File: config.mk
export PLATFORM = sky130hd
export DESIGN_NAME = iop_regs
export DESIGN_NICKNAME = d
export VERILOG_FILES = /design/src/rtl/iop_pkg.sv /design/src/rtl/iop_sync.sv /design/src/rtl/iop_regs.sv
export SDC_FILE = /design/constraint.sdc
export NUM_CORES = 1
export LEC_CHECK = 0
export ABC_CLOCK_PERIOD_IN_PS = 2160
export BUFFER_PORTS_ARGS = -buffer_cell sky130_fd_sc_hd__buf_2
export CORE_MARGIN = 1.5
export CORE_UTILIZATION = 59
export CTS_CLUSTER_DIAMETER = 120
export DETAILED_ROUTE_END_ITERATION = 8
export PLACE_DENSITY_LB_ADDON = 0.1
export SLEW_MARGIN = 5
export SYNTH_ARGS = -nofsm -noshare
export SYNTH_HDL_FRONTEND = slang
export SYNTH_SLANG_ARGS = --single-unit
File: constraint.sdc
create_clock -name clock -period 2.16 [get_ports clock]
set_input_delay 0.108 -clock clock [delete_from_list [all_inputs] [get_ports clock]]
set_output_delay 0.108 -clock clock [all_outputs]
set_load 0.03 [all_outputs]
File: src/rtl/iop_pkg.sv
// Purpose: Shared constants and types for the I/O port and core control block.
// Assumes: Byte-wide data-space bus with a short I/O space offset by a fixed amount.
// Notes: Port B pin input register is included since ports A and B share the scheme.
package iop_pkg;
  // --------------------------------------------------------------------------
  // Address map
  // --------------------------------------------------------------------------
  localparam logic [7:0] IOP_IO_OFFSET = 8'h20;
  localparam logic [7:0] IOP_IO_TOP = 8'h3F;
  localparam logic [7:0] IOP_PORT_A_PIN_INPUT = 8'h20;
  localparam logic [7:0] IOP_PORT_A_DIRECTION = 8'h21;
  localparam logic [7:0] IOP_PORT_A_OUTPUT_LATCH = 8'h22;
  localparam logic [7:0] IOP_PORT_B_PIN_INPUT = 8'h23;
  localparam logic [7:0] IOP_PORT_B_DIRECTION = 8'h24;
  localparam logic [7:0] IOP_PORT_B_OUTPUT_LATCH = 8'h25;
  localparam logic [7:0] IOP_CORE_CONTROL = 8'h55;
  // --------------------------------------------------------------------------
  // Core control fields and reset values
  // --------------------------------------------------------------------------
  localparam int IOP_BIT_DEBUG_PORT_DISABLE = 7;
  localparam int IOP_BIT_BROWNOUT_SLEEP_OFF = 6;
  localparam int IOP_BIT_BROWNOUT_SLEEP_OFF_UNLOCK = 5;
  localparam int IOP_BIT_GLOBAL_PULLUP_OFF = 4;
  localparam int IOP_BIT_VECTOR_TABLE_SELECT = 1;
  localparam int IOP_BIT_VECTOR_CHANGE_UNLOCK = 0;
  localparam logic [7:0] IOP_PORT_RESET = 8'h00;
  localparam logic [7:0] IOP_CTRL_RESET = 8'h00;
  // --------------------------------------------------------------------------
  // Timing counts in clock cycles
  // --------------------------------------------------------------------------
  localparam logic [2:0] IOP_UNLOCK_CYCLES = 3'h4;
  localparam logic [2:0] IOP_SOFF_DELAY_CYCLES = 3'h3;
  localparam logic [2:0] IOP_SOFF_ACTIVE_CYCLES = 3'h3;
  // --------------------------------------------------------------------------
  // Types
  // --------------------------------------------------------------------------
  typedef struct packed {
    logic req;
    logic wr;
    logic io_space;
    logic [7:0] addr;
    logic [7:0] wdata;
  } iop_bus_s;
  typedef struct packed {
    logic [7:0] direction;
    logic [7:0] output_latch;
    logic [7:0] pins_in;
  } iop_port_s;
endpackage

File: src/rtl/iop_sync.sv
// Purpose: Two flip-flop synchroniser for a byte of port pins.
// Assumes: Pins are asynchronous to clock.
// Notes: The first stage is read only by the second stage.
`timescale 1ns/1ps
`default_nettype none
module iop_sync #(
  parameter int WIDTH = 8
) (
  input wire logic clock,
  input wire logic rst_n,
  input wire logic [WIDTH-1:0] async_in,
  output logic [WIDTH-1:0] sync_out
);
  typedef struct packed {
    logic [WIDTH-1:0] stage1;
    logic [WIDTH-1:0] stage2;
  } iop_sync_state_s;
  iop_sync_state_s state_reg;
  iop_sync_state_s state_next;

  // Shift the pins through the two stages.
  always_comb begin
    state_next.stage1 = async_in;
    state_next.stage2 = state_reg.stage1;
  end

  // Register the stages.
  always_ff @(posedge clock or negedge rst_n) begin
    if (!rst_n) begin
      state_reg <= '0;
    end else begin
      state_reg <= state_next;
    end
  end

  assign sync_out = state_reg.stage2;
endmodule // iop_sync
`default_nettype wire

File: src/rtl/iop_regs.sv
// Purpose: Port A/B registers and the core control register with timed writes.
// Assumes: One bus access per cycle; reads return data one cycle after req.
// Notes: Pull-up, pad drive and control outputs come from flip-flops, except irq_block, whose lock terms are combinational.
`timescale 1ns/1ps
`default_nettype none
module iop_regs #(
  parameter int ADDR_W = 16,
  parameter logic [ADDR_W-1:0] BOOT_START = '0
) (
  input wire logic clock,
  input wire logic rst_n,
  input wire iop_pkg::iop_bus_s bus,
  output logic [7:0] rdata,
  input wire logic [7:0] port_a_pins,
  input wire logic [7:0] port_b_pins,
  output logic [7:0] port_a_out,
  output logic [7:0] port_a_oe,
  output logic [7:0] port_a_pullup,
  output logic [7:0] port_b_out,
  output logic [7:0] port_b_oe,
  output logic [7:0] port_b_pullup,
  input wire logic debug_port_fuse,
  output logic debug_port_enable,
  input wire logic sleep_exec,
  output logic brownout_sleep_off_active,
  output logic brownout_detector_off,
  output logic [ADDR_W-1:0] vector_base,
  input wire logic app_lock_bit,
  input wire logic boot_lock_bit,
  input wire logic exec_in_boot,
  input wire logic instr_done,
  output logic irq_block
);
  import iop_pkg::*;

  // --------------------------------------------------------------------------
  // State
  // --------------------------------------------------------------------------
  typedef enum logic [1:0] {
    IOP_VEC_IDLE = 2'b00,
    IOP_VEC_OPEN = 2'b01,
    IOP_VEC_TAIL = 2'b10
  } iop_vec_e;

  typedef struct packed {
    iop_port_s port_a;
    iop_port_s port_b;
    logic debug_port_disable;
    logic [7:0] debug_wval;
    logic [2:0] debug_win;
    logic brownout_sleep_off;
    logic brownout_sleep_off_unlock;
    logic [2:0] soff_unlock_win;
    logic [2:0] soff_delay;
    logic [2:0] soff_active_cnt;
    logic soff_active;
    logic detector_off;
    logic global_pullup_off;
    logic vector_table_select;
    logic vector_change_unlock;
    iop_vec_e vec_state;
    logic [2:0] vec_win;
    logic [7:0] rdata;
    logic [7:0] a_pullup;
    logic [7:0] b_pullup;
    logic debug_en;
  } iop_state_s;

  iop_state_s state_reg;
  iop_state_s state_next;
  logic [7:0] a_pins_sync;
  logic [7:0] b_pins_sync;

  // --------------------------------------------------------------------------
  // Helpers
  // --------------------------------------------------------------------------
  // Map an access onto its data-space address; I/O space adds the offset.
  // A short address above the I/O range falls onto an unmapped address.
  function automatic logic [7:0] iop_decode(input logic io_space, input logic [7:0] addr);
    logic [7:0] a;
    a = 8'h00;
    if (io_space) begin
      a = (addr <= IOP_IO_TOP) ? 8'(addr + IOP_IO_OFFSET) : 8'h00;
    end else begin
      a = addr;
    end
    return a;
  endfunction

  // Pull-up is on for input pins with the latch high, unless globally off.
  function automatic logic [7:0] iop_pullup(input logic [7:0] dir, input logic [7:0] lat, input logic off);
    return off ? 8'h00 : (~dir & lat);
  endfunction

  // Count a window down to zero.
  function automatic logic [2:0] iop_dec(input logic [2:0] v);
    return (v == 3'h0) ? 3'h0 : 3'(v - 3'h1);
  endfunction

  // --------------------------------------------------------------------------
  // Pin synchronisers
  // --------------------------------------------------------------------------
  iop_sync #(.WIDTH(8)) u_sync_a (
    .clock(clock),
    .rst_n(rst_n),
    .async_in(port_a_pins),
    .sync_out(a_pins_sync)
  );
  iop_sync #(.WIDTH(8)) u_sync_b (
    .clock(clock),
    .rst_n(rst_n),
    .async_in(port_b_pins),
    .sync_out(b_pins_sync)
  );

  // --------------------------------------------------------------------------
  // Next state
  // --------------------------------------------------------------------------
  // Register writes, timed sequences and read data.
  always_comb begin
    logic [7:0] addr;
    logic wr;
    logic wr_ctrl;
    logic [7:0] wd;
    addr = iop_decode(bus.io_space, bus.addr);
    wr = bus.req && bus.wr;
    wr_ctrl = wr && (addr == IOP_CORE_CONTROL);
    wd = bus.wdata;
    state_next = state_reg;
    state_next.port_a.pins_in = a_pins_sync;
    state_next.port_b.pins_in = b_pins_sync;

    // Port registers.
    // A pin input write flips latch bits instead of storing the byte.
    if (wr && addr == IOP_PORT_A_DIRECTION) begin
      state_next.port_a.direction = wd;
    end else if (wr && addr == IOP_PORT_A_OUTPUT_LATCH) begin
      state_next.port_a.output_latch = wd;
    end else if (wr && addr == IOP_PORT_A_PIN_INPUT) begin
      state_next.port_a.output_latch = state_reg.port_a.output_latch ^ wd;
    end else if (wr && addr == IOP_PORT_B_DIRECTION) begin
      state_next.port_b.direction = wd;
    end else if (wr && addr == IOP_PORT_B_OUTPUT_LATCH) begin
      state_next.port_b.output_latch = wd;
    end else if (wr && addr == IOP_PORT_B_PIN_INPUT) begin
      state_next.port_b.output_latch = state_reg.port_b.output_latch ^ wd;
    end

    // Debug port disable: second equal write inside the window changes it.
    // A single write only arms the window, so one stray store is harmless.
    // Software that writes back what it read keeps the bit as it is.
    state_next.debug_win = iop_dec(state_reg.debug_win);
    if (wr_ctrl) begin
      if (state_reg.debug_win != 3'h0 &&
          state_reg.debug_wval[IOP_BIT_DEBUG_PORT_DISABLE] == wd[IOP_BIT_DEBUG_PORT_DISABLE]) begin
        state_next.debug_port_disable = wd[IOP_BIT_DEBUG_PORT_DISABLE];
        state_next.debug_win = 3'h0;
      end else begin
        state_next.debug_wval = wd;
        state_next.debug_win = IOP_UNLOCK_CYCLES;
      end
    end
    state_next.debug_en = debug_port_fuse && !state_next.debug_port_disable;

    // Brownout sleep-off: unlock write, then set with unlock clear.
    // The unlock lasts only a short window, so the set pattern written
    // alone can never switch the detector off by accident.
    state_next.soff_unlock_win = iop_dec(state_reg.soff_unlock_win);
    if (state_reg.soff_unlock_win == 3'h1) begin
      state_next.brownout_sleep_off_unlock = 1'b0;
    end
    if (wr_ctrl) begin
      if (wd[IOP_BIT_BROWNOUT_SLEEP_OFF] && wd[IOP_BIT_BROWNOUT_SLEEP_OFF_UNLOCK]) begin
        state_next.brownout_sleep_off_unlock = 1'b1;
        state_next.soff_unlock_win = IOP_UNLOCK_CYCLES;
      end else if (wd[IOP_BIT_BROWNOUT_SLEEP_OFF] && state_reg.soff_unlock_win != 3'h0) begin
        state_next.brownout_sleep_off = 1'b1;
        state_next.brownout_sleep_off_unlock = 1'b0;
        state_next.soff_unlock_win = 3'h0;
        state_next.soff_delay = IOP_SOFF_DELAY_CYCLES;
      end else begin
        // Any other control write abandons a half-done sequence.
        state_next.brownout_sleep_off_unlock = 1'b0;
        state_next.soff_unlock_win = 3'h0;
      end
    end
    // The set bit waits out a fixed delay before the window opens.
    if (state_reg.soff_delay != 3'h0) begin
      state_next.soff_delay = iop_dec(state_reg.soff_delay);
      if (state_reg.soff_delay == 3'h1) begin
        state_next.soff_active = 1'b1;
        state_next.soff_active_cnt = IOP_SOFF_ACTIVE_CYCLES;
      end
    end
    // The window closes by itself; software cannot hold it open.
    if (state_reg.soff_active) begin
      state_next.soff_active_cnt = iop_dec(state_reg.soff_active_cnt);
      if (state_reg.soff_active_cnt == 3'h1) begin
        state_next.soff_active = 1'b0;
        state_next.brownout_sleep_off = 1'b0;
      end
    end
    // A sleep fixes the detector state for that whole sleep; it comes back
    // on with the first instruction once the window has gone.
    if (sleep_exec) begin
      state_next.detector_off = state_reg.soff_active;
    end else if (state_reg.detector_off && !state_reg.soff_active && instr_done) begin
      state_next.detector_off = 1'b0;
    end

    // Global pull-up off is a plain bit.
    if (wr_ctrl) begin
      state_next.global_pullup_off = wd[IOP_BIT_GLOBAL_PULLUP_OFF];
    end

    // Vector select sequence with interrupt blocking.
    // Interrupts stay blocked in both open and tail states, so the table
    // never moves under an interrupt that is being taken.
    case (state_reg.vec_state)
      IOP_VEC_IDLE: begin
        if (wr_ctrl && wd[IOP_BIT_VECTOR_CHANGE_UNLOCK]) begin
          state_next.vector_change_unlock = 1'b1;
          state_next.vec_win = IOP_UNLOCK_CYCLES;
          state_next.vec_state = IOP_VEC_OPEN;
        end
      end
      IOP_VEC_OPEN: begin
        state_next.vec_win = iop_dec(state_reg.vec_win);
        if (wr_ctrl && !wd[IOP_BIT_VECTOR_CHANGE_UNLOCK]) begin
          state_next.vector_table_select = wd[IOP_BIT_VECTOR_TABLE_SELECT];
          state_next.vector_change_unlock = 1'b0;
          state_next.vec_state = IOP_VEC_TAIL;
        end else if (state_reg.vec_win == 3'h1) begin
          state_next.vector_change_unlock = 1'b0;
          state_next.vec_state = IOP_VEC_IDLE;
        end
      end
      IOP_VEC_TAIL: begin
        if (instr_done) begin
          state_next.vec_state = IOP_VEC_IDLE;
        end
      end
      default: begin
        state_next.vec_state = IOP_VEC_IDLE;
      end
    endcase

    // Registered pull-ups.
    state_next.a_pullup = iop_pullup(state_next.port_a.direction, state_next.port_a.output_latch,
                                     state_next.global_pullup_off);
    state_next.b_pullup = iop_pullup(state_next.port_b.direction, state_next.port_b.output_latch,
                                     state_next.global_pullup_off);

    // Read data, zero for unmapped addresses.
    // A pin input read sees the synchronised pins, never the latch.
    state_next.rdata = 8'h00;
    if (bus.req && !bus.wr) begin
      if (addr == IOP_PORT_A_PIN_INPUT) begin
        state_next.rdata = state_reg.port_a.pins_in;
      end else if (addr == IOP_PORT_A_DIRECTION) begin
        state_next.rdata = state_reg.port_a.direction;
      end else if (addr == IOP_PORT_A_OUTPUT_LATCH) begin
        state_next.rdata = state_reg.port_a.output_latch;
      end else if (addr == IOP_PORT_B_PIN_INPUT) begin
        state_next.rdata = state_reg.port_b.pins_in;
      end else if (addr == IOP_PORT_B_DIRECTION) begin
        state_next.rdata = state_reg.port_b.direction;
      end else if (addr == IOP_PORT_B_OUTPUT_LATCH) begin
        state_next.rdata = state_reg.port_b.output_latch;
      end else if (addr == IOP_CORE_CONTROL) begin
        state_next.rdata = {state_reg.debug_port_disable, state_reg.brownout_sleep_off,
                            state_reg.brownout_sleep_off_unlock, state_reg.global_pullup_off,
                            2'b00, state_reg.vector_table_select,
                            state_reg.vector_change_unlock};
      end
    end
  end

  // --------------------------------------------------------------------------
  // Registers
  // --------------------------------------------------------------------------
  // All state resets to constants.
  // The struct is cleared first; named fields restate their reset values.
  always_ff @(posedge clock or negedge rst_n) begin
    if (!rst_n) begin
      state_reg <= '0;
      state_reg.port_a.direction <= IOP_PORT_RESET;
      state_reg.port_a.output_latch <= IOP_PORT_RESET;
      state_reg.port_b.direction <= IOP_PORT_RESET;
      state_reg.port_b.output_latch <= IOP_PORT_RESET;
      state_reg.debug_port_disable <= IOP_CTRL_RESET[IOP_BIT_DEBUG_PORT_DISABLE];
      state_reg.vec_state <= IOP_VEC_IDLE;
    end else begin
      state_reg <= state_next;
    end
  end

  // --------------------------------------------------------------------------
  // Outputs
  // --------------------------------------------------------------------------
  // Vector base and lock-bit blocking; the global interrupt flag is not touched.
  // The lock terms are combinational so a section change blocks at once.
  assign vector_base = state_reg.vector_table_select ? BOOT_START : '0;
  assign irq_block = (state_reg.vec_state != IOP_VEC_IDLE) ||
                     (!exec_in_boot && state_reg.vector_table_select && app_lock_bit) ||
                     (exec_in_boot && !state_reg.vector_table_select && boot_lock_bit);
  assign rdata = state_reg.rdata;
  assign port_a_out = state_reg.port_a.output_latch;
  assign port_a_oe = state_reg.port_a.direction;
  assign port_a_pullup = state_reg.a_pullup;
  assign port_b_out = state_reg.port_b.output_latch;
  assign port_b_oe = state_reg.port_b.direction;
  assign port_b_pullup = state_reg.b_pullup;
  assign debug_port_enable = state_reg.debug_en;
  assign brownout_sleep_off_active = state_reg.soff_active;
  assign brownout_detector_off = state_reg.detector_off;
endmodule // iop_regs
`default_nettype wire

==> results of run 1 <==
-- through the flow --
stage	cell area (um2)	setup TNS, ps	hold slack (ps)
after floorplan	6120	0	-188
after global placement	6500	-280	44.9
after detailed placement	6500	-622	43.4
after CTS	7410	0	41.3
after global routing	7410	0	53.8
final	7410	0	42.4
-- synth_stat cells (5+ instances only) --
master and instances:
sky130_fd_sc_hd__nand3_1 7, sky130_fd_sc_hd__nor2_1 21, sky130_fd_sc_hd__a21o_1 7, sky130_fd_sc_hd__ha_1 12, sky130_fd_sc_hd__o21ai_1 18, sky130_fd_sc_hd__mux2_2 10
sky130_fd_sc_hd__inv_1 14, sky130_fd_sc_hd__nor3_1 16, sky130_fd_sc_hd__nor3b_2 10, sky130_fd_sc_hd__o211ai_1 5, sky130_fd_sc_hd__xor2_1 8, sky130_fd_sc_hd__a22oi_1 5
sky130_fd_sc_hd__a22o_1 5, sky130_fd_sc_hd__a21oi_1 25, sky130_fd_sc_hd__o21ai_0 13, sky130_fd_sc_hd__o221a_2 7, sky130_fd_sc_hd__nand2_1 62, sky130_fd_sc_hd__clkbuf_1 10
sky130_fd_sc_hd__nor2b_1 16, sky130_fd_sc_hd__and3b_1 6, sky130_fd_sc_hd__buf_4 72, sky130_fd_sc_hd__dfrtp_1 131
-- cells by family after synthesis --
kind of cell	Yosys count	synth area share, %
AO/OA/AOI/OAI	113	12.6
XOR/XNOR	8	1.16
adder cells (fa/ha/maj)	12	2.48
buffers and inverters	101	10.8
flip-flops	131	54.1
multiplexers	15	2.79
other	1	0.0619
AND/OR/NAND/NOR	173	16.0
-- where the power goes --
group	internal (mW)	total, mW	switching [mW]	leakage, nW
clock	1.85	2.90	1.04	0.295
sequential	2.66	2.83	0.164	1.67
combinational	0.387	1.02	0.637	1.73
-- per-layer routing --
layer  track usage, %  wire [um]
met4             13.0        322
met3             6.95        924
met5                0          0
met1             37.2       6480
met2             45.6       7140
-- worst max path at each step --
stage,from,end,slack (ps),depth (start not counted)
2_1_floorplan,bus[13],port_b_pullup[0],140,9
3_3_place_gp,bus[13],port_b_pullup[0],-40,9
3_5_place_dp,bus[13],state_reg[31],-80,7
4_1_cts,bus[17],state_reg[31],380,6
5_1_grt,bus[14],state_reg[28],160,9
6_report,bus[17],state_reg[31],340,6
-- final cells by class --
type / instances / area, um2
tap: 133 / 166
clock inverter: 11 / 150
fill: 646 / 2460
clock buffer: 21 / 459
inverter: 15 / 56.3
sequential: 131 / 3280
multi-input combinational: 337 / 2180
timing repair buffer: 170 / 1110
-- placed cells by master (no fill, tap or decap), types with 8 or more instances in the layout --
cell type,n
sky130_fd_sc_hd__o21ai_1,18
sky130_fd_sc_hd__nor2_1,21
sky130_fd_sc_hd__buf_2,101
sky130_fd_sc_hd__conb_1,16
sky130_fd_sc_hd__ha_1,12
sky130_fd_sc_hd__nand2_1,62
sky130_fd_sc_hd__clkbuf_16,16
sky130_fd_sc_hd__nor3b_2,10
sky130_fd_sc_hd__buf_4,38
sky130_fd_sc_hd__nor3_1,16
sky130_fd_sc_hd__dfrtp_1,131
sky130_fd_sc_hd__mux2_2,10
sky130_fd_sc_hd__nor2b_1,16
sky130_fd_sc_hd__dlygate4sd3_1,30
sky130_fd_sc_hd__inv_1,14
sky130_fd_sc_hd__o21ai_0,13
sky130_fd_sc_hd__a21oi_1,25
sky130_fd_sc_hd__xor2_1,8
-- timing repair --
item                                   4_1_cts  5_1_grt
hold buffers                                30        0
endpoints found under the hold margin      182        0
gates resized for setup                      0        0
==> flow_summary.html, run 1 <==
<table>
<tr><th>Metric</th><th>Value</th></tr>
<tr><th colspan="2">Outcome</th></tr>
<tr><td>Run status</td><td>completed</td></tr>
<tr><th colspan="2">STA</th></tr>
<tr><td>Relative max-transition margin</td><td>54.1%</td></tr>
<tr><td>Final worst path period need</td><td>1820 ps</td></tr>
<tr><td>Share of the cycle needed by the critical path after routing</td><td>84.4%</td></tr>
<tr><td>Number of pins exceeding their max-slew limit in the final report</td><td>0</td></tr>
<tr><td>Setup repair after global routing missed its margin</td><td>false</td></tr>
<tr><td>Maximum clock skew at final layout</td><td>7.35 ps</td></tr>
<tr><td>Smallest setup slack after layout</td><td>338 ps</td></tr>
<tr><td>Fmax</td><td>549 MHz</td></tr>
<tr><td>Final hold vios</td><td>0</td></tr>
<tr><td># setup viols final</td><td>0</td></tr>
<tr><td>Tightest Pin Transition</td><td>687 ps</td></tr>
<tr><th colspan="2">Final layout</th></tr>
<tr><td>Fraction of layout instances using a drive strength above 1</td><td>30.2%</td></tr>
<tr><td>Finished Layout Cells</td><td>818</td></tr>
<tr><td>Area growth, synth to finish</td><td>22.2%</td></tr>
<tr><td>Final Net Count</td><td>727</td></tr>
<tr><td>Diodes inserted</td><td>0</td></tr>
<tr><td>Post-Route Utilization</td><td>75.1%</td></tr>
<tr><td>Number of flip-flops in the largest register</td><td>40</td></tr>
<tr><th colspan="2">Logic synthesis</th></tr>
<tr><td>Average footprint of a synthesized cell</td><td>10.9 um2</td></tr>
<tr><td>Dominant synthesized flop cell</td><td>sky130_fd_sc_hd__dfrtp_1</td></tr>
<tr><td>Library cells used by synthesis</td><td>64</td></tr>
<tr><td>Cell accounting for the most synthesized area</td><td>sky130_fd_sc_hd__dfrtp_1</td></tr>
<tr><td>Async S/R FF share, synth</td><td>100%</td></tr>
<tr><td>Number of flops mapped to enable cells by yosys</td><td>0</td></tr>
<tr><td>Flip-flop and latch count after synthesis</td><td>131</td></tr>
<tr><td>Area share of the leading cell type in the synthesized netlist</td><td>54.1%</td></tr>
<tr><td>Yosys warning total</td><td>0</td></tr>
<tr><td>Total standard cell area after synthesis</td><td>0.00606 mm2</td></tr>
<tr><td>Synthesized netlist cell count</td><td>554</td></tr>
<tr><td>Share of synthesized area occupied by flip-flops and latches</td><td>54.1%</td></tr>
<tr><td>Top area cells in the synthesized netlist</td><td>sky130_fd_sc_hd__dfrtp_1, sky130_fd_sc_hd__buf_4, sky130_fd_sc_hd__nand2_1</td></tr>
<tr><th colspan="2">Critical path</th></tr>
<tr><td>Number of cells traversed by the worst register-to-register path</td><td>3</td></tr>
<tr><td>Kind of end point of the critical path</td><td>register</td></tr>
<tr><td>Worst R2R Start</td><td>state_reg[29]</td></tr>
<tr><td>Type of the worst setup path</td><td>input pin to register</td></tr>
<tr><td>Cell with the biggest individual delay on the critical path</td><td>sky130_fd_sc_hd__or3_1</td></tr>
<tr><td>Top delay family on crit path</td><td>simple AND/OR/NAND/NOR gates</td></tr>
<tr><td>Buffers &amp; Inverters on Critical Path</td><td>2</td></tr>
<tr><td>Critical path peak fanout</td><td>8</td></tr>
<tr><td>RR Endpoint</td><td>state_reg[31]</td></tr>
<tr><td>Largest stage delay, worst path</td><td>610 ps</td></tr>
<tr><td>CP cell instances</td><td>dlygate4sd3_1 &gt; buf_2 &gt; nand2_1 &gt; or3_1 &gt; nor3_1 &gt; mux2_1</td></tr>
<tr><td>Worst R2R Setup Slack</td><td>730 ps</td></tr>
<tr><td>Required time of the critical path</td><td>2570 ps</td></tr>
<tr><td>CP Data Arrival Time</td><td>2230 ps</td></tr>
<tr><td>Nature of the critical path startpoint</td><td>input pin</td></tr>
<tr><th colspan="2">Place</th></tr>
<tr><td>IO buf count</td><td>102</td></tr>
<tr><td>Worst setup slack before clock tree synthesis</td><td>-76.4 ps</td></tr>
<tr><td>Number of placed cells counting well taps</td><td>756</td></tr>
<tr><td>Routability Congestion</td><td>0.921</td></tr>
<tr><td>Post-detail-place hpwl</td><td>10200 um</td></tr>
<tr><th colspan="2">Pwr</th></tr>
<tr><td>Overall power after layout</td><td>6.75 mW</td></tr>
<tr><td>Power density over cell area</td><td>912 mW/mm2</td></tr>
<tr><td>Max IR drop VDD</td><td>0.00107 V</td></tr>
<tr><td>Leakage dissipation</td><td>3.70 nW</td></tr>
<tr><th colspan="2">Global route</th></tr>
<tr><td>Via count of the first global-routing pass</td><td>4550</td></tr>
<tr><td>GRT Util Overall</td><td>28.6%</td></tr>
<tr><td>Pin count of the biggest net entering global routing</td><td>83</td></tr>
<tr><td>Wire length of the first global-routing pass</td><td>23700 um</td></tr>
<tr><td>Antenna violations before repair</td><td>0</td></tr>
<tr><td>Gr ovfl total</td><td>0</td></tr>
<tr><th colspan="2">Floorplan</th></tr>
<tr><td>Starting utilization of the core area</td><td>61.4%</td></tr>
<tr><td>Core Area</td><td>0.00986 mm2</td></tr>
<tr><td>Die width</td><td>104 um</td></tr>
<tr><td>IO Count</td><td>119</td></tr>
<tr><td>Die Area</td><td>0.0109 mm2</td></tr>
<tr><td>Vertical die dimension</td><td>104 um</td></tr>
<tr><td>Standard-cell row count</td><td>36</td></tr>
<tr><th colspan="2">Detailed routing</th></tr>
<tr><td>Routed via count divided by cell count</td><td>5.58</td></tr>
<tr><td>Detailed-routing iteration count for the pre-antenna-repair pass</td><td>4</td></tr>
<tr><td>Total wire length</td><td>14900 um</td></tr>
<tr><td>Post-detailed-route DRC marker count</td><td>0</td></tr>
<tr><td>Post-detailed-route wirelength per cell</td><td>18.2 um</td></tr>
<tr><td>Total number of vias</td><td>4564</td></tr>
<tr><td>1st-iter DRT viols</td><td>327</td></tr>
<tr><td>Antenna violation net count after detailed routing</td><td>0</td></tr>
<tr><th colspan="2">Clock network</th></tr>
<tr><td>Clk root buf</td><td>sky130_fd_sc_hd__clkbuf_8</td></tr>
<tr><td>Depth of the CTS H-tree</td><td>4</td></tr>
<tr><td>TritonCTS Buffers</td><td>17</td></tr>
<tr><td>Worst-Skew Late Latency</td><td>530 ps</td></tr>
<tr><td>Post-CTS repair timing setup buffer count</td><td>0</td></tr>
<tr><td>Clock sink total</td><td>131</td></tr>
<tr><td>Reg clk slew, reported paths</td><td>60 ps</td></tr>
<tr><td>Clk buf depth</td><td>2</td></tr>
<tr><td>Clock tree from TritonCTS</td><td>done</td></tr>
<tr><th colspan="2">Min path</th></tr>
<tr><td>Worst Hold Class</td><td>input pin to asynchronous set/reset pin</td></tr>
<tr><th colspan="2">Run</th></tr>
<tr><td>MaxCap Viol Count</td><td>0</td></tr>
</table>
(Power assumes the default switching activity.)
==> run 2, diff against run 1 <==
--- a/config.mk
+++ b/config.mk
@@ -5,10 +5,10 @@
 export SDC_FILE = /design/constraint.sdc
 export NUM_CORES = 1
 export LEC_CHECK = 0
-export ABC_CLOCK_PERIOD_IN_PS = 2160
+export ABC_CLOCK_PERIOD_IN_PS = 1700
 export BUFFER_PORTS_ARGS = -buffer_cell sky130_fd_sc_hd__buf_2
 export CORE_MARGIN = 1.5
-export CORE_UTILIZATION = 59
+export CORE_UTILIZATION = 55
 export CTS_CLUSTER_DIAMETER = 120
 export DETAILED_ROUTE_END_ITERATION = 8
 export PLACE_DENSITY_LB_ADDON = 0.1
==> constraint.sdc (replaced) <==
create_clock -name clock -period 1.7 [get_ports clock]
set_input_delay 0.085 -clock clock [delete_from_list [all_inputs] [get_ports clock]]
set_output_delay 0.085 -clock clock [all_outputs]
set_load 0.03 [all_outputs]
==> flow_summary.html, run 2 (synthesis gave the netlist of run 1 again) <==
<table>
<tr><th>Metric</th><th>Value</th></tr>
<tr><th colspan="2">Outcome</th></tr>
<tr><td>Run status</td><td>completed (unchanged)</td></tr>
<tr><th colspan="2">Critical path</th></tr>
<tr><td>Nature of the critical path startpoint</td><td>input pin (unchanged)</td></tr>
<tr><td>Required time of the critical path</td><td>2100 ps (was 2570 ps)</td></tr>
<tr><td>Cell with the biggest individual delay on the critical path</td><td>sky130_fd_sc_hd__dlygate4sd3_1 (was sky130_fd_sc_hd__or3_1)</td></tr>
<tr><td>Top delay family on crit path</td><td>buffers and inverters (was simple AND/OR/NAND/NOR gates)</td></tr>
<tr><td>WP depth</td><td>10 (was 6)</td></tr>
<tr><td>Kind of end point of the critical path</td><td>register (unchanged)</td></tr>
<tr><td>Critical path peak fanout</td><td>9 (was 8)</td></tr>
<tr><td>CP Data Arrival Time</td><td>1990 ps (was 2230 ps)</td></tr>
<tr><td>Number of cells traversed by the worst register-to-register path</td><td>5 (was 3)</td></tr>
<tr><td>Buffers &amp; Inverters on Critical Path</td><td>4 (was 2)</td></tr>
<tr><td>Most repeated library cell on the critical path</td><td>sky130_fd_sc_hd__buf_4</td></tr>
<tr><td>Largest stage delay, worst path</td><td>540 ps (was 610 ps)</td></tr>
<tr><td>Type of the worst setup path</td><td>input pin to register (unchanged)</td></tr>
<tr><td>CP cell instances</td><td>dlygate4sd3_1 &gt; buf_2 &gt; nand2_2 &gt; nor3_1 &gt; buf_4 &gt; nand4_1 &gt; buf_4 &gt; nand2_8 &gt; o221a_4 &gt; and3b_1 (was dlygate4sd3_1 &gt; buf_2 &gt; nand2_1 &gt; or3_1 &gt; nor3_1 &gt; mux2_1)</td></tr>
<tr><th colspan="2">Final layout</th></tr>
<tr><td>Most common cell after layout, fill and taps aside</td><td>sky130_fd_sc_hd__dfrtp_1 (unchanged)</td></tr>
<tr><td>Finished Layout Cells</td><td>847 (was 818)</td></tr>
<tr><td>Diodes inserted</td><td>0 (unchanged)</td></tr>
<tr><td>Filler instances</td><td>798 (was 646)</td></tr>
<tr><td>Final Net Count</td><td>749 (was 727)</td></tr>
<tr><td>Number of flip-flops in the largest register</td><td>40 (unchanged)</td></tr>
<tr><td>Register Area</td><td>0.00328 mm2 (unchanged)</td></tr>
<tr><td>Commonest non-fill, non-tap cells in the layout</td><td>sky130_fd_sc_hd__dfrtp_1, sky130_fd_sc_hd__buf_2, sky130_fd_sc_hd__buf_4, sky130_fd_sc_hd__nand2_1, sky130_fd_sc_hd__dlygate4sd3_1 (was sky130_fd_sc_hd__dfrtp_1, sky130_fd_sc_hd__buf_2, sky130_fd_sc_hd__nand2_1, sky130_fd_sc_hd__buf_4, sky130_fd_sc_hd__dlygate4sd3_1)</td></tr>
<tr><td>Fraction of layout instances using a drive strength above 1</td><td>34.8% (was 30.2%)</td></tr>
<tr><td>Area growth, synth to finish</td><td>28.0% (was 22.2%)</td></tr>
<tr><td>Area taken by multi-input logic gates</td><td>0.00236 mm2 (was 0.00218 mm2)</td></tr>
<tr><th colspan="2">Clock network</th></tr>
<tr><td>Depth of the CTS H-tree</td><td>4 (unchanged)</td></tr>
<tr><td>Clock tree from TritonCTS</td><td>done (unchanged)</td></tr>
<tr><td>Clk root buf</td><td>sky130_fd_sc_hd__clkbuf_8 (unchanged)</td></tr>
<tr><td>Worst-Skew Late Latency</td><td>510 ps (was 530 ps)</td></tr>
<tr><td>Reg clk slew, reported paths</td><td>60 ps (about the same)</td></tr>
<tr><td>Clock sink total</td><td>131 (unchanged)</td></tr>
<tr><td>Clk buf depth</td><td>2 (unchanged)</td></tr>
<tr><td>TritonCTS Buffers</td><td>17 (unchanged)</td></tr>
<tr><th colspan="2">Global route</th></tr>
<tr><td>Pin count of the biggest net entering global routing</td><td>46 (was 83)</td></tr>
<tr><td>Via count of the first global-routing pass</td><td>4624 (was 4550)</td></tr>
<tr><td>Gr ovfl total</td><td>0 (unchanged)</td></tr>
<tr><td>GRT Util Overall</td><td>27.7% (was 28.6%)</td></tr>
<tr><td>Wire length of the first global-routing pass</td><td>24000 um (was 23700 um)</td></tr>
<tr><td>Antenna violations before repair</td><td>0 (unchanged)</td></tr>
<tr><th colspan="2">Detailed routing</th></tr>
<tr><td>Post-detailed-route DRC marker count</td><td>0 (unchanged)</td></tr>
<tr><td>Total number of vias</td><td>4595 (was 4564)</td></tr>
<tr><td>Total wire length</td><td>15200 um (was 14900 um)</td></tr>
<tr><td>Antenna violation net count after detailed routing</td><td>0 (unchanged)</td></tr>
<tr><td>Detailed-routing iteration count for the pre-antenna-repair pass</td><td>5 (was 4)</td></tr>
<tr><td>Post-detailed-route wirelength per cell</td><td>18.0 um (was 18.2 um)</td></tr>
<tr><td>Routed via count divided by cell count</td><td>5.43 (was 5.58)</td></tr>
<tr><td>1st-iter DRT viols</td><td>254 (was 327)</td></tr>
<tr><th colspan="2">Run</th></tr>
<tr><td>MaxCap Viol Count</td><td>0 (unchanged)</td></tr>
<tr><th colspan="2">Pwr</th></tr>
<tr><td>Max IR drop VDD</td><td>0.000801 V (was 0.00107 V)</td></tr>
<tr><td>Power density over cell area</td><td>1110 mW/mm2 (was 912 mW/mm2)</td></tr>
<tr><td>Leakage dissipation</td><td>3.92 nW (was 3.70 nW)</td></tr>
<tr><td>Overall power after layout</td><td>8.62 mW (was 6.75 mW)</td></tr>
<tr><th colspan="2">STA</th></tr>
<tr><td>Tightest Pin Transition</td><td>638 ps (was 687 ps)</td></tr>
<tr><td>Setup repair after global routing missed its margin</td><td>false (unchanged)</td></tr>
<tr><td>Smallest setup slack after layout</td><td>112 ps (was 338 ps)</td></tr>
<tr><td>Relative max-transition margin</td><td>57.4% (was 54.1%)</td></tr>
<tr><td>Share of the cycle needed by the critical path after routing</td><td>93.4%</td></tr>
<tr><td>Number of pins exceeding their max-slew limit in the final report</td><td>0 (unchanged)</td></tr>
<tr><td>Maximum clock skew at final layout</td><td>7.08 ps (was 7.35 ps)</td></tr>
<tr><td>Final worst path period need</td><td>1590 ps</td></tr>
<tr><td>Fmax</td><td>630 MHz</td></tr>
<tr><td># setup viols final</td><td>0 (unchanged)</td></tr>
<tr><td>Final hold vios</td><td>0 (unchanged)</td></tr>
<tr><th colspan="2">Floorplan</th></tr>
<tr><td>Die width</td><td>108 um (was 104 um)</td></tr>
<tr><td>Vertical die dimension</td><td>108 um (was 104 um)</td></tr>
<tr><td>Die Area</td><td>0.0117 mm2 (was 0.0109 mm2)</td></tr>
<tr><td>Starting utilization of the core area</td><td>56.2% (was 61.4%)</td></tr>
<tr><td>IO Count</td><td>119 (unchanged)</td></tr>
<tr><td>Standard-cell row count</td><td>38 (was 36)</td></tr>
<tr><td>Core Area</td><td>0.0108 mm2 (was 0.00986 mm2)</td></tr>
<tr><th colspan="2">Place</th></tr>
<tr><td>Post-detail-place hpwl</td><td>10800 um (was 10200 um)</td></tr>
<tr><td>Worst setup slack before clock tree synthesis</td><td>-367 ps (was -76.4 ps)</td></tr>
<tr><td>IO buf count</td><td>102 (unchanged)</td></tr>
<tr><td>Number of placed cells counting well taps</td><td>785 (was 756)</td></tr>
<tr><td>Routability Congestion</td><td>0.896 (was 0.921)</td></tr>
<tr><th colspan="2">Min path</th></tr>
<tr><td>Worst Hold Class</td><td>input pin to asynchronous set/reset pin (unchanged)</td></tr>
</table>
[run 2: changes by cell type in the layout (fill, tap and decap cells not counted), moves of 3 or more]
cell                       change
sky130_fd_sc_hd__clkbuf_8      -3
sky130_fd_sc_hd__buf_4        +21
sky130_fd_sc_hd__o221a_2       -7
sky130_fd_sc_hd__nand2_1      -10
sky130_fd_sc_hd__inv_6         +3
sky130_fd_sc_hd__nand2_2       +8
sky130_fd_sc_hd__o221a_4       +7
[run 2: per-stage QoR]
stage               utilization [%]  hold slack, ps  area (um2)  setup TNS (ps)
global placement               63.6            48.3        6860          -12090
floorplan                         -            -211        6340           -2670
detailed placement             63.6            48.7        6860          -14100
global route                   71.9            78.6        7760               0
CTS                            71.9            55.3        7750               0
finish                         71.9            62.4        7760               0
[run 2: worst paths after layout]
| check | from | to | slack [ps] |
|---|---|---|---|
| hold / removal | rst_n | port_b_pullup[6] | 60 |
| min in group clock | bus[18] | rdata[0] | 110 |
| hold reg to reg | u_sync_b.state_next[3] | u_sync_b.sync_out[3] | 340 |
| setup reg to reg | port_b_out[3] | rdata[3] | 330 |
| max in group asynchronous | rst_n | port_a_out[4] | 1040 |
| setup / recovery | bus[17] | port_b_pullup[0] | 110 |
[run 2: area by class of cell]
class / instances / area share, %
inverters: 15 / 0.726
repair buffers: 192 / 16.6
multi-input cells: 337 / 30.5
clock inverters: 13 / 2.24
flip-flops and latches: 131 / 42.3
well taps: 140 / 2.26
clock buffers: 19 / 5.44
[run 2: what timing repair did]
item,in CTS,in global routing
endpoints found under the hold margin,185,0
setup buffers,0,0
hold buffers,30,0
gates resized for setup,0,1
endpoints found under the setup margin,0,16
[run 2: metal layers]
layer / up-vias / GRT usage [%] / part of all wire [%]
met4: 0 / 10.3 / 2.5
met1: 2276 / 35.4 / 43
met2: 153 / 46.4 / 50
met3: 30 / 5.85 / 4.7
li1: 2136 / - / -
met5: - / 0 / 0
[run 2: report_power, final]
part           total [mW]  switching, mW  internal [mW]
clock network        3.66           1.40           2.26
registers            3.60          0.216           3.39
logic                1.36          0.817          0.542
total                8.62           2.43           6.19
==> run 3, diff against run 2 <==
--- a/config.mk
+++ b/config.mk
@@ -5,10 +5,11 @@
 export SDC_FILE = /design/constraint.sdc
 export NUM_CORES = 1
 export LEC_CHECK = 0
+export ABC_AREA = 1
 export ABC_CLOCK_PERIOD_IN_PS = 1700
 export BUFFER_PORTS_ARGS = -buffer_cell sky130_fd_sc_hd__buf_2
 export CORE_MARGIN = 1.5
-export CORE_UTILIZATION = 55
+export CORE_UTILIZATION = 56
 export CTS_CLUSTER_DIAMETER = 120
 export DETAILED_ROUTE_END_ITERATION = 8
 export PLACE_DENSITY_LB_ADDON = 0.1
==> flow_summary.html, run 3 <==
<table>
<tr><th>Metric</th><th>Value</th></tr>
<tr><th colspan="2">Outcome</th></tr>
<tr><td>Run status</td><td>completed (unchanged)</td></tr>
<tr><th colspan="2">Place</th></tr>
<tr><td>Worst setup slack before clock tree synthesis</td><td>-238 ps (was -367 ps)</td></tr>
<tr><td>IO buf count</td><td>102 (unchanged)</td></tr>
<tr><td>Post-detail-place hpwl</td><td>10800 um (about the same)</td></tr>
<tr><td>Routability Congestion</td><td>0.939 (was 0.896)</td></tr>
<tr><th colspan="2">Floorplan</th></tr>
<tr><td>Die Area</td><td>0.0118 mm2 (was 0.0117 mm2)</td></tr>
<tr><td>Core Area</td><td>0.0109 mm2 (was 0.0108 mm2)</td></tr>
<tr><td>Vertical die dimension</td><td>109 um (was 108 um)</td></tr>
<tr><td>Starting utilization of the core area</td><td>57.5% (was 56.2%)</td></tr>
<tr><td>Die width</td><td>109 um (was 108 um)</td></tr>
<tr><td>Standard-cell row count</td><td>38 (unchanged)</td></tr>
<tr><td>IO Count</td><td>119 (unchanged)</td></tr>
<tr><th colspan="2">STA</th></tr>
<tr><td>Final hold vios</td><td>0 (unchanged)</td></tr>
<tr><td>Hold Worst Slack</td><td>28.0 ps (was 62.4 ps)</td></tr>
<tr><td>Number of pins exceeding their max-slew limit in the final report</td><td>0 (unchanged)</td></tr>
<tr><td>Fmax</td><td>658 MHz (was 630 MHz)</td></tr>
<tr><td>Share of the cycle needed by the critical path after routing</td><td>89.4% (was 93.4%)</td></tr>
<tr><td>Setup repair after global routing missed its margin</td><td>false (unchanged)</td></tr>
<tr><td>Sum of negative setup slack</td><td>0 ps (unchanged)</td></tr>
<tr><td>Smallest setup slack after layout</td><td>180 ps (was 112 ps)</td></tr>
<tr><td>Maximum clock skew at final layout</td><td>5.86 ps (was 7.08 ps)</td></tr>
<tr><td>Final worst path period need</td><td>1520 ps (was 1590 ps)</td></tr>
<tr><td># setup viols final</td><td>0 (unchanged)</td></tr>
<tr><th colspan="2">Logic synthesis</th></tr>
<tr><td>Top area cells in the synthesized netlist</td><td>sky130_fd_sc_hd__dfrtp_1, sky130_fd_sc_hd__nand2_1, sky130_fd_sc_hd__buf_4 (was sky130_fd_sc_hd__dfrtp_1, sky130_fd_sc_hd__buf_4, sky130_fd_sc_hd__nand2_1)</td></tr>
<tr><td>Area share of the leading cell type in the synthesized netlist</td><td>52.3% (was 54.1%)</td></tr>
<tr><td>Flip-flop and latch count after synthesis</td><td>131 (unchanged)</td></tr>
<tr><td>Most used standard cell by instance count after synthesis</td><td>sky130_fd_sc_hd__nand2_1 (was sky130_fd_sc_hd__dfrtp_1)</td></tr>
<tr><td>Most common library cells after synthesis</td><td>sky130_fd_sc_hd__nand2_1, sky130_fd_sc_hd__dfrtp_1, sky130_fd_sc_hd__inv_1 (was sky130_fd_sc_hd__dfrtp_1, sky130_fd_sc_hd__buf_4, sky130_fd_sc_hd__nand2_1)</td></tr>
<tr><td>Average footprint of a synthesized cell</td><td>8.78 um2 (was 10.9 um2)</td></tr>
<tr><td>Compound-Gate Fraction of Synth Area</td><td>8.65% (was 12.6%)</td></tr>
<tr><td>Library cells used by synthesis</td><td>38 (was 64)</td></tr>
<tr><td>Total standard cell area after synthesis</td><td>0.00626 mm2 (was 0.00606 mm2)</td></tr>
<tr><td>Synthesized netlist cell count</td><td>713 (was 554)</td></tr>
<tr><td>Main combinational cell family by area after synthesis</td><td>simple AND/OR/NAND/NOR gates (unchanged)</td></tr>
<tr><td>Dominant synthesized flop cell</td><td>sky130_fd_sc_hd__dfrtp_1 (unchanged)</td></tr>
<tr><td>Share of cell area taken by muxes after synthesis</td><td>0% (was 2.79%)</td></tr>
<tr><td>Number of flops mapped to enable cells by yosys</td><td>0 (unchanged)</td></tr>
<tr><td>Xor/xnor cell area share of the yosys netlist</td><td>1.82% (was 1.16%)</td></tr>
<tr><td>Async S/R FF share, synth</td><td>100% (unchanged)</td></tr>
<tr><td>Share of synthesized area occupied by flip-flops and latches</td><td>52.3% (was 54.1%)</td></tr>
<tr><td>Cell accounting for the most synthesized area</td><td>sky130_fd_sc_hd__dfrtp_1 (unchanged)</td></tr>
<tr><td>Yosys warning total</td><td>0 (unchanged)</td></tr>
<tr><td>Synthesized-area fraction occupied by and/or/nand/nor cells</td><td>18.4% (was 16.0%)</td></tr>
<tr><td>Adder-cell share of the synthesized area</td><td>2.40% (was 2.48%)</td></tr>
<tr><th colspan="2">Final layout</th></tr>
<tr><td>Fraction of layout instances using a drive strength above 1</td><td>23.4% (was 34.8%)</td></tr>
<tr><td>Final Net Count</td><td>895 (was 749)</td></tr>
<tr><td>Commonest non-fill, non-tap cells in the layout</td><td>sky130_fd_sc_hd__nand2_1, sky130_fd_sc_hd__dfrtp_1, sky130_fd_sc_hd__inv_1, sky130_fd_sc_hd__buf_2, sky130_fd_sc_hd__o21ai_0 (was sky130_fd_sc_hd__dfrtp_1, sky130_fd_sc_hd__buf_2, sky130_fd_sc_hd__buf_4, sky130_fd_sc_hd__nand2_1, sky130_fd_sc_hd__dlygate4sd3_1)</td></tr>
<tr><td>Number of flip-flops in the largest register</td><td>40 (unchanged)</td></tr>
<tr><td>Most common cell after layout, fill and taps aside</td><td>sky130_fd_sc_hd__nand2_1 (was sky130_fd_sc_hd__dfrtp_1)</td></tr>
<tr><td>Diodes inserted</td><td>0 (unchanged)</td></tr>
<tr><td>Area growth, synth to finish</td><td>23.1% (was 28.0%)</td></tr>
<tr><th colspan="2">Global route</th></tr>
<tr><td>GRT Util Overall</td><td>26.6% (was 27.7%)</td></tr>
<tr><td>Wire length of the first global-routing pass</td><td>23300 um (was 24000 um)</td></tr>
<tr><td>Via count of the first global-routing pass</td><td>4837 (was 4624)</td></tr>
<tr><td>Antenna violations before repair</td><td>0 (unchanged)</td></tr>
<tr><td>Gr ovfl total</td><td>0 (unchanged)</td></tr>
<tr><td>Pin count of the biggest net entering global routing</td><td>38 (was 46)</td></tr>
<tr><th colspan="2">Clock network</th></tr>
<tr><td>Clock sink total</td><td>131 (unchanged)</td></tr>
<tr><td>Clk root buf</td><td>sky130_fd_sc_hd__clkbuf_8 (unchanged)</td></tr>
<tr><td>Depth of the CTS H-tree</td><td>4 (unchanged)</td></tr>
<tr><td>Reg clk slew, reported paths</td><td>70 ps (was 60 ps)</td></tr>
<tr><td>Worst-Skew Late Latency</td><td>530 ps (was 510 ps)</td></tr>
<tr><td>Clock tree from TritonCTS</td><td>done (unchanged)</td></tr>
<tr><td>TritonCTS Buffers</td><td>17 (unchanged)</td></tr>
<tr><td>Clk buf depth</td><td>2 (unchanged)</td></tr>
<tr><th colspan="2">Pwr</th></tr>
<tr><td>Leakage dissipation</td><td>4.23 nW (was 3.92 nW)</td></tr>
<tr><td>Share of total power in combinational logic</td><td>20.2% (was 15.8%)</td></tr>
<tr><td>Power density over cell area</td><td>1210 mW/mm2 (was 1110 mW/mm2)</td></tr>
<tr><td>Proportion of power drawn by flip-flops and latches</td><td>40.4% (was 41.8%)</td></tr>
<tr><td>Cell internal pwr</td><td>6.29 mW (was 6.19 mW)</td></tr>
<tr><td>Reported net switching power</td><td>3.05 mW (was 2.43 mW)</td></tr>
<tr><td>Share of total power consumed by net switching</td><td>32.6% (was 28.2%)</td></tr>
<tr><td>Clock network fraction of design power</td><td>39.5% (was 42.5%)</td></tr>
<tr><td>Max IR drop VDD</td><td>0.000742 V (was 0.000801 V)</td></tr>
<tr><th colspan="2">Detailed routing</th></tr>
<tr><td>Total wire length</td><td>14600 um (was 15200 um)</td></tr>
<tr><td>Antenna violation net count after detailed routing</td><td>0 (unchanged)</td></tr>
<tr><td>Post-detailed-route wirelength per cell</td><td>14.7 um (was 18.0 um)</td></tr>
<tr><td>1st-iter DRT viols</td><td>329 (was 254)</td></tr>
<tr><td>Routed via count divided by cell count</td><td>4.95 (was 5.43)</td></tr>
<tr><td>Post-detailed-route DRC marker count</td><td>0 (unchanged)</td></tr>
<tr><td>Total number of vias</td><td>4911 (was 4595)</td></tr>
<tr><td>Detailed-routing iteration count for the pre-antenna-repair pass</td><td>7 (was 5)</td></tr>
<tr><th colspan="2">Critical path</th></tr>
<tr><td>Critical path peak fanout</td><td>3 (was 9)</td></tr>
<tr><td>CP cell instances</td><td>nor2_1 &gt; o211ai_1 &gt; buf_2 (was dlygate4sd3_1 &gt; buf_2 &gt; nand2_2 &gt; nor3_1 &gt; buf_4 &gt; nand4_1 &gt; buf_4 &gt; nand2_8 &gt; o221a_4 &gt; and3b_1)</td></tr>
<tr><td>CP Data Arrival Time</td><td>1440 ps (was 1990 ps)</td></tr>
<tr><td>Kind of end point of the critical path</td><td>primary output (was register)</td></tr>
<tr><td>Nature of the critical path startpoint</td><td>register (was input pin)</td></tr>
<tr><td>Cell with the biggest individual delay on the critical path</td><td>sky130_fd_sc_hd__dfrtp_1 (was sky130_fd_sc_hd__dlygate4sd3_1)</td></tr>
<tr><td>Type of the worst setup path</td><td>register to primary output (was input pin to register)</td></tr>
<tr><td>Required time of the critical path</td><td>1620 ps (was 2100 ps)</td></tr>
<tr><td>Largest stage delay, worst path</td><td>390 ps (was 540 ps)</td></tr>
<tr><th colspan="2">Run</th></tr>
<tr><td>MaxCap Viol Count</td><td>0 (unchanged)</td></tr>
<tr><th colspan="2">Min path</th></tr>
<tr><td>Worst Hold Class</td><td>input pin to asynchronous set/reset pin (unchanged)</td></tr>
</table>
[run 3: cell count changes after synthesis, sizes merged, moves of 16 or more]
cell,before,now
nand2,63,159
nor2b,16,0
o21ai,32,71
inv,15,110
nor2,21,54
[run 3: stage by stage]
step | total power [mW] | util [%] | cell area (um2) | cells
2_1_floorplan | 5.22 | - | 6320 | 728
3_3_place_gp | 5.56 | 62.4 | 6790 | 930
3_5_place_dp | 5.64 | 62.4 | 6790 | 930
4_1_cts | 9.38 | 70.8 | 7710 | 993
5_1_grt | 9.79 | 70.8 | 7710 | 993
6_report | 9.33 | 70.8 | 7710 | 993
[run 3: cell type report]
| class | instances | area (um2) |
|---|---|---|
| Tap cell | 140 | 175 |
| Clock inverter | 15 | 193 |
| Inverter | 110 | 413 |
| Clock buffer | 17 | 414 |
| Fill cell | 835 | 3180 |
| Timing Repair Buffer | 177 | 1220 |
| Sequential cell | 131 | 3280 |
| Multi-Input combinational cell | 403 | 2020 |
[run 3: kinds of logic after synthesis]
kind of cell               after synthesis
and+or+nand+nor                        261
buffers and inverters                  194
DFF                                    131
AOI/OAI and AO/OA                      101
xor gates and xnor gates                13
adders and majority gates               12
other                                    1
[run 3: power groups by stage]
stage          clock (mW)  sequential, mW  combinational [mW]
3_5_place_dp            0            3.81                1.83
3_3_place_gp            0            3.80                1.76
4_1_cts              3.72            3.76                1.89
2_1_floorplan           0            3.77                1.45
6_report             3.68            3.77                1.88
5_1_grt              3.87            3.81                2.11
[run 3: final timing paths]
kind,endpoint,cells past startpoint,start,slack [ps]
max,irq_block,3,state_reg[28],180
min,debug_port_enable,2,rst_n,30
max reg2reg,state_reg[35],7,state_reg[38],260
min reg2reg,state_reg[59],0,u_sync_b.sync_out[1],350
max in group asynchronous,u_sync_a.sync_out[2],3,rst_n,1050
min in group clock,rdata[7],5,bus[18],30
[run 3: worst max-delay path: cells and delay by family, from the launching register on]
family	cells	cell delay, ps
compound gates	1	120
flops	1	390
buf+inv	1	190
simple gates	1	210
[run 3: repair_timing]
item                       CTS  global route
hold endpoints to repair   180             0
setup endpoints to repair    0             0
hold buffers                31             0
resized for setup            0             0
setup buffers                0             0
[run 3: per-layer routing]
layer,track usage [%],up-vias,wire [um]
met1,33.7,2328,6280
met2,43.9,173,7030
met4,11.8,0,351
li1,-,2383,-
met3,5.56,27,929
met5,0,-,0
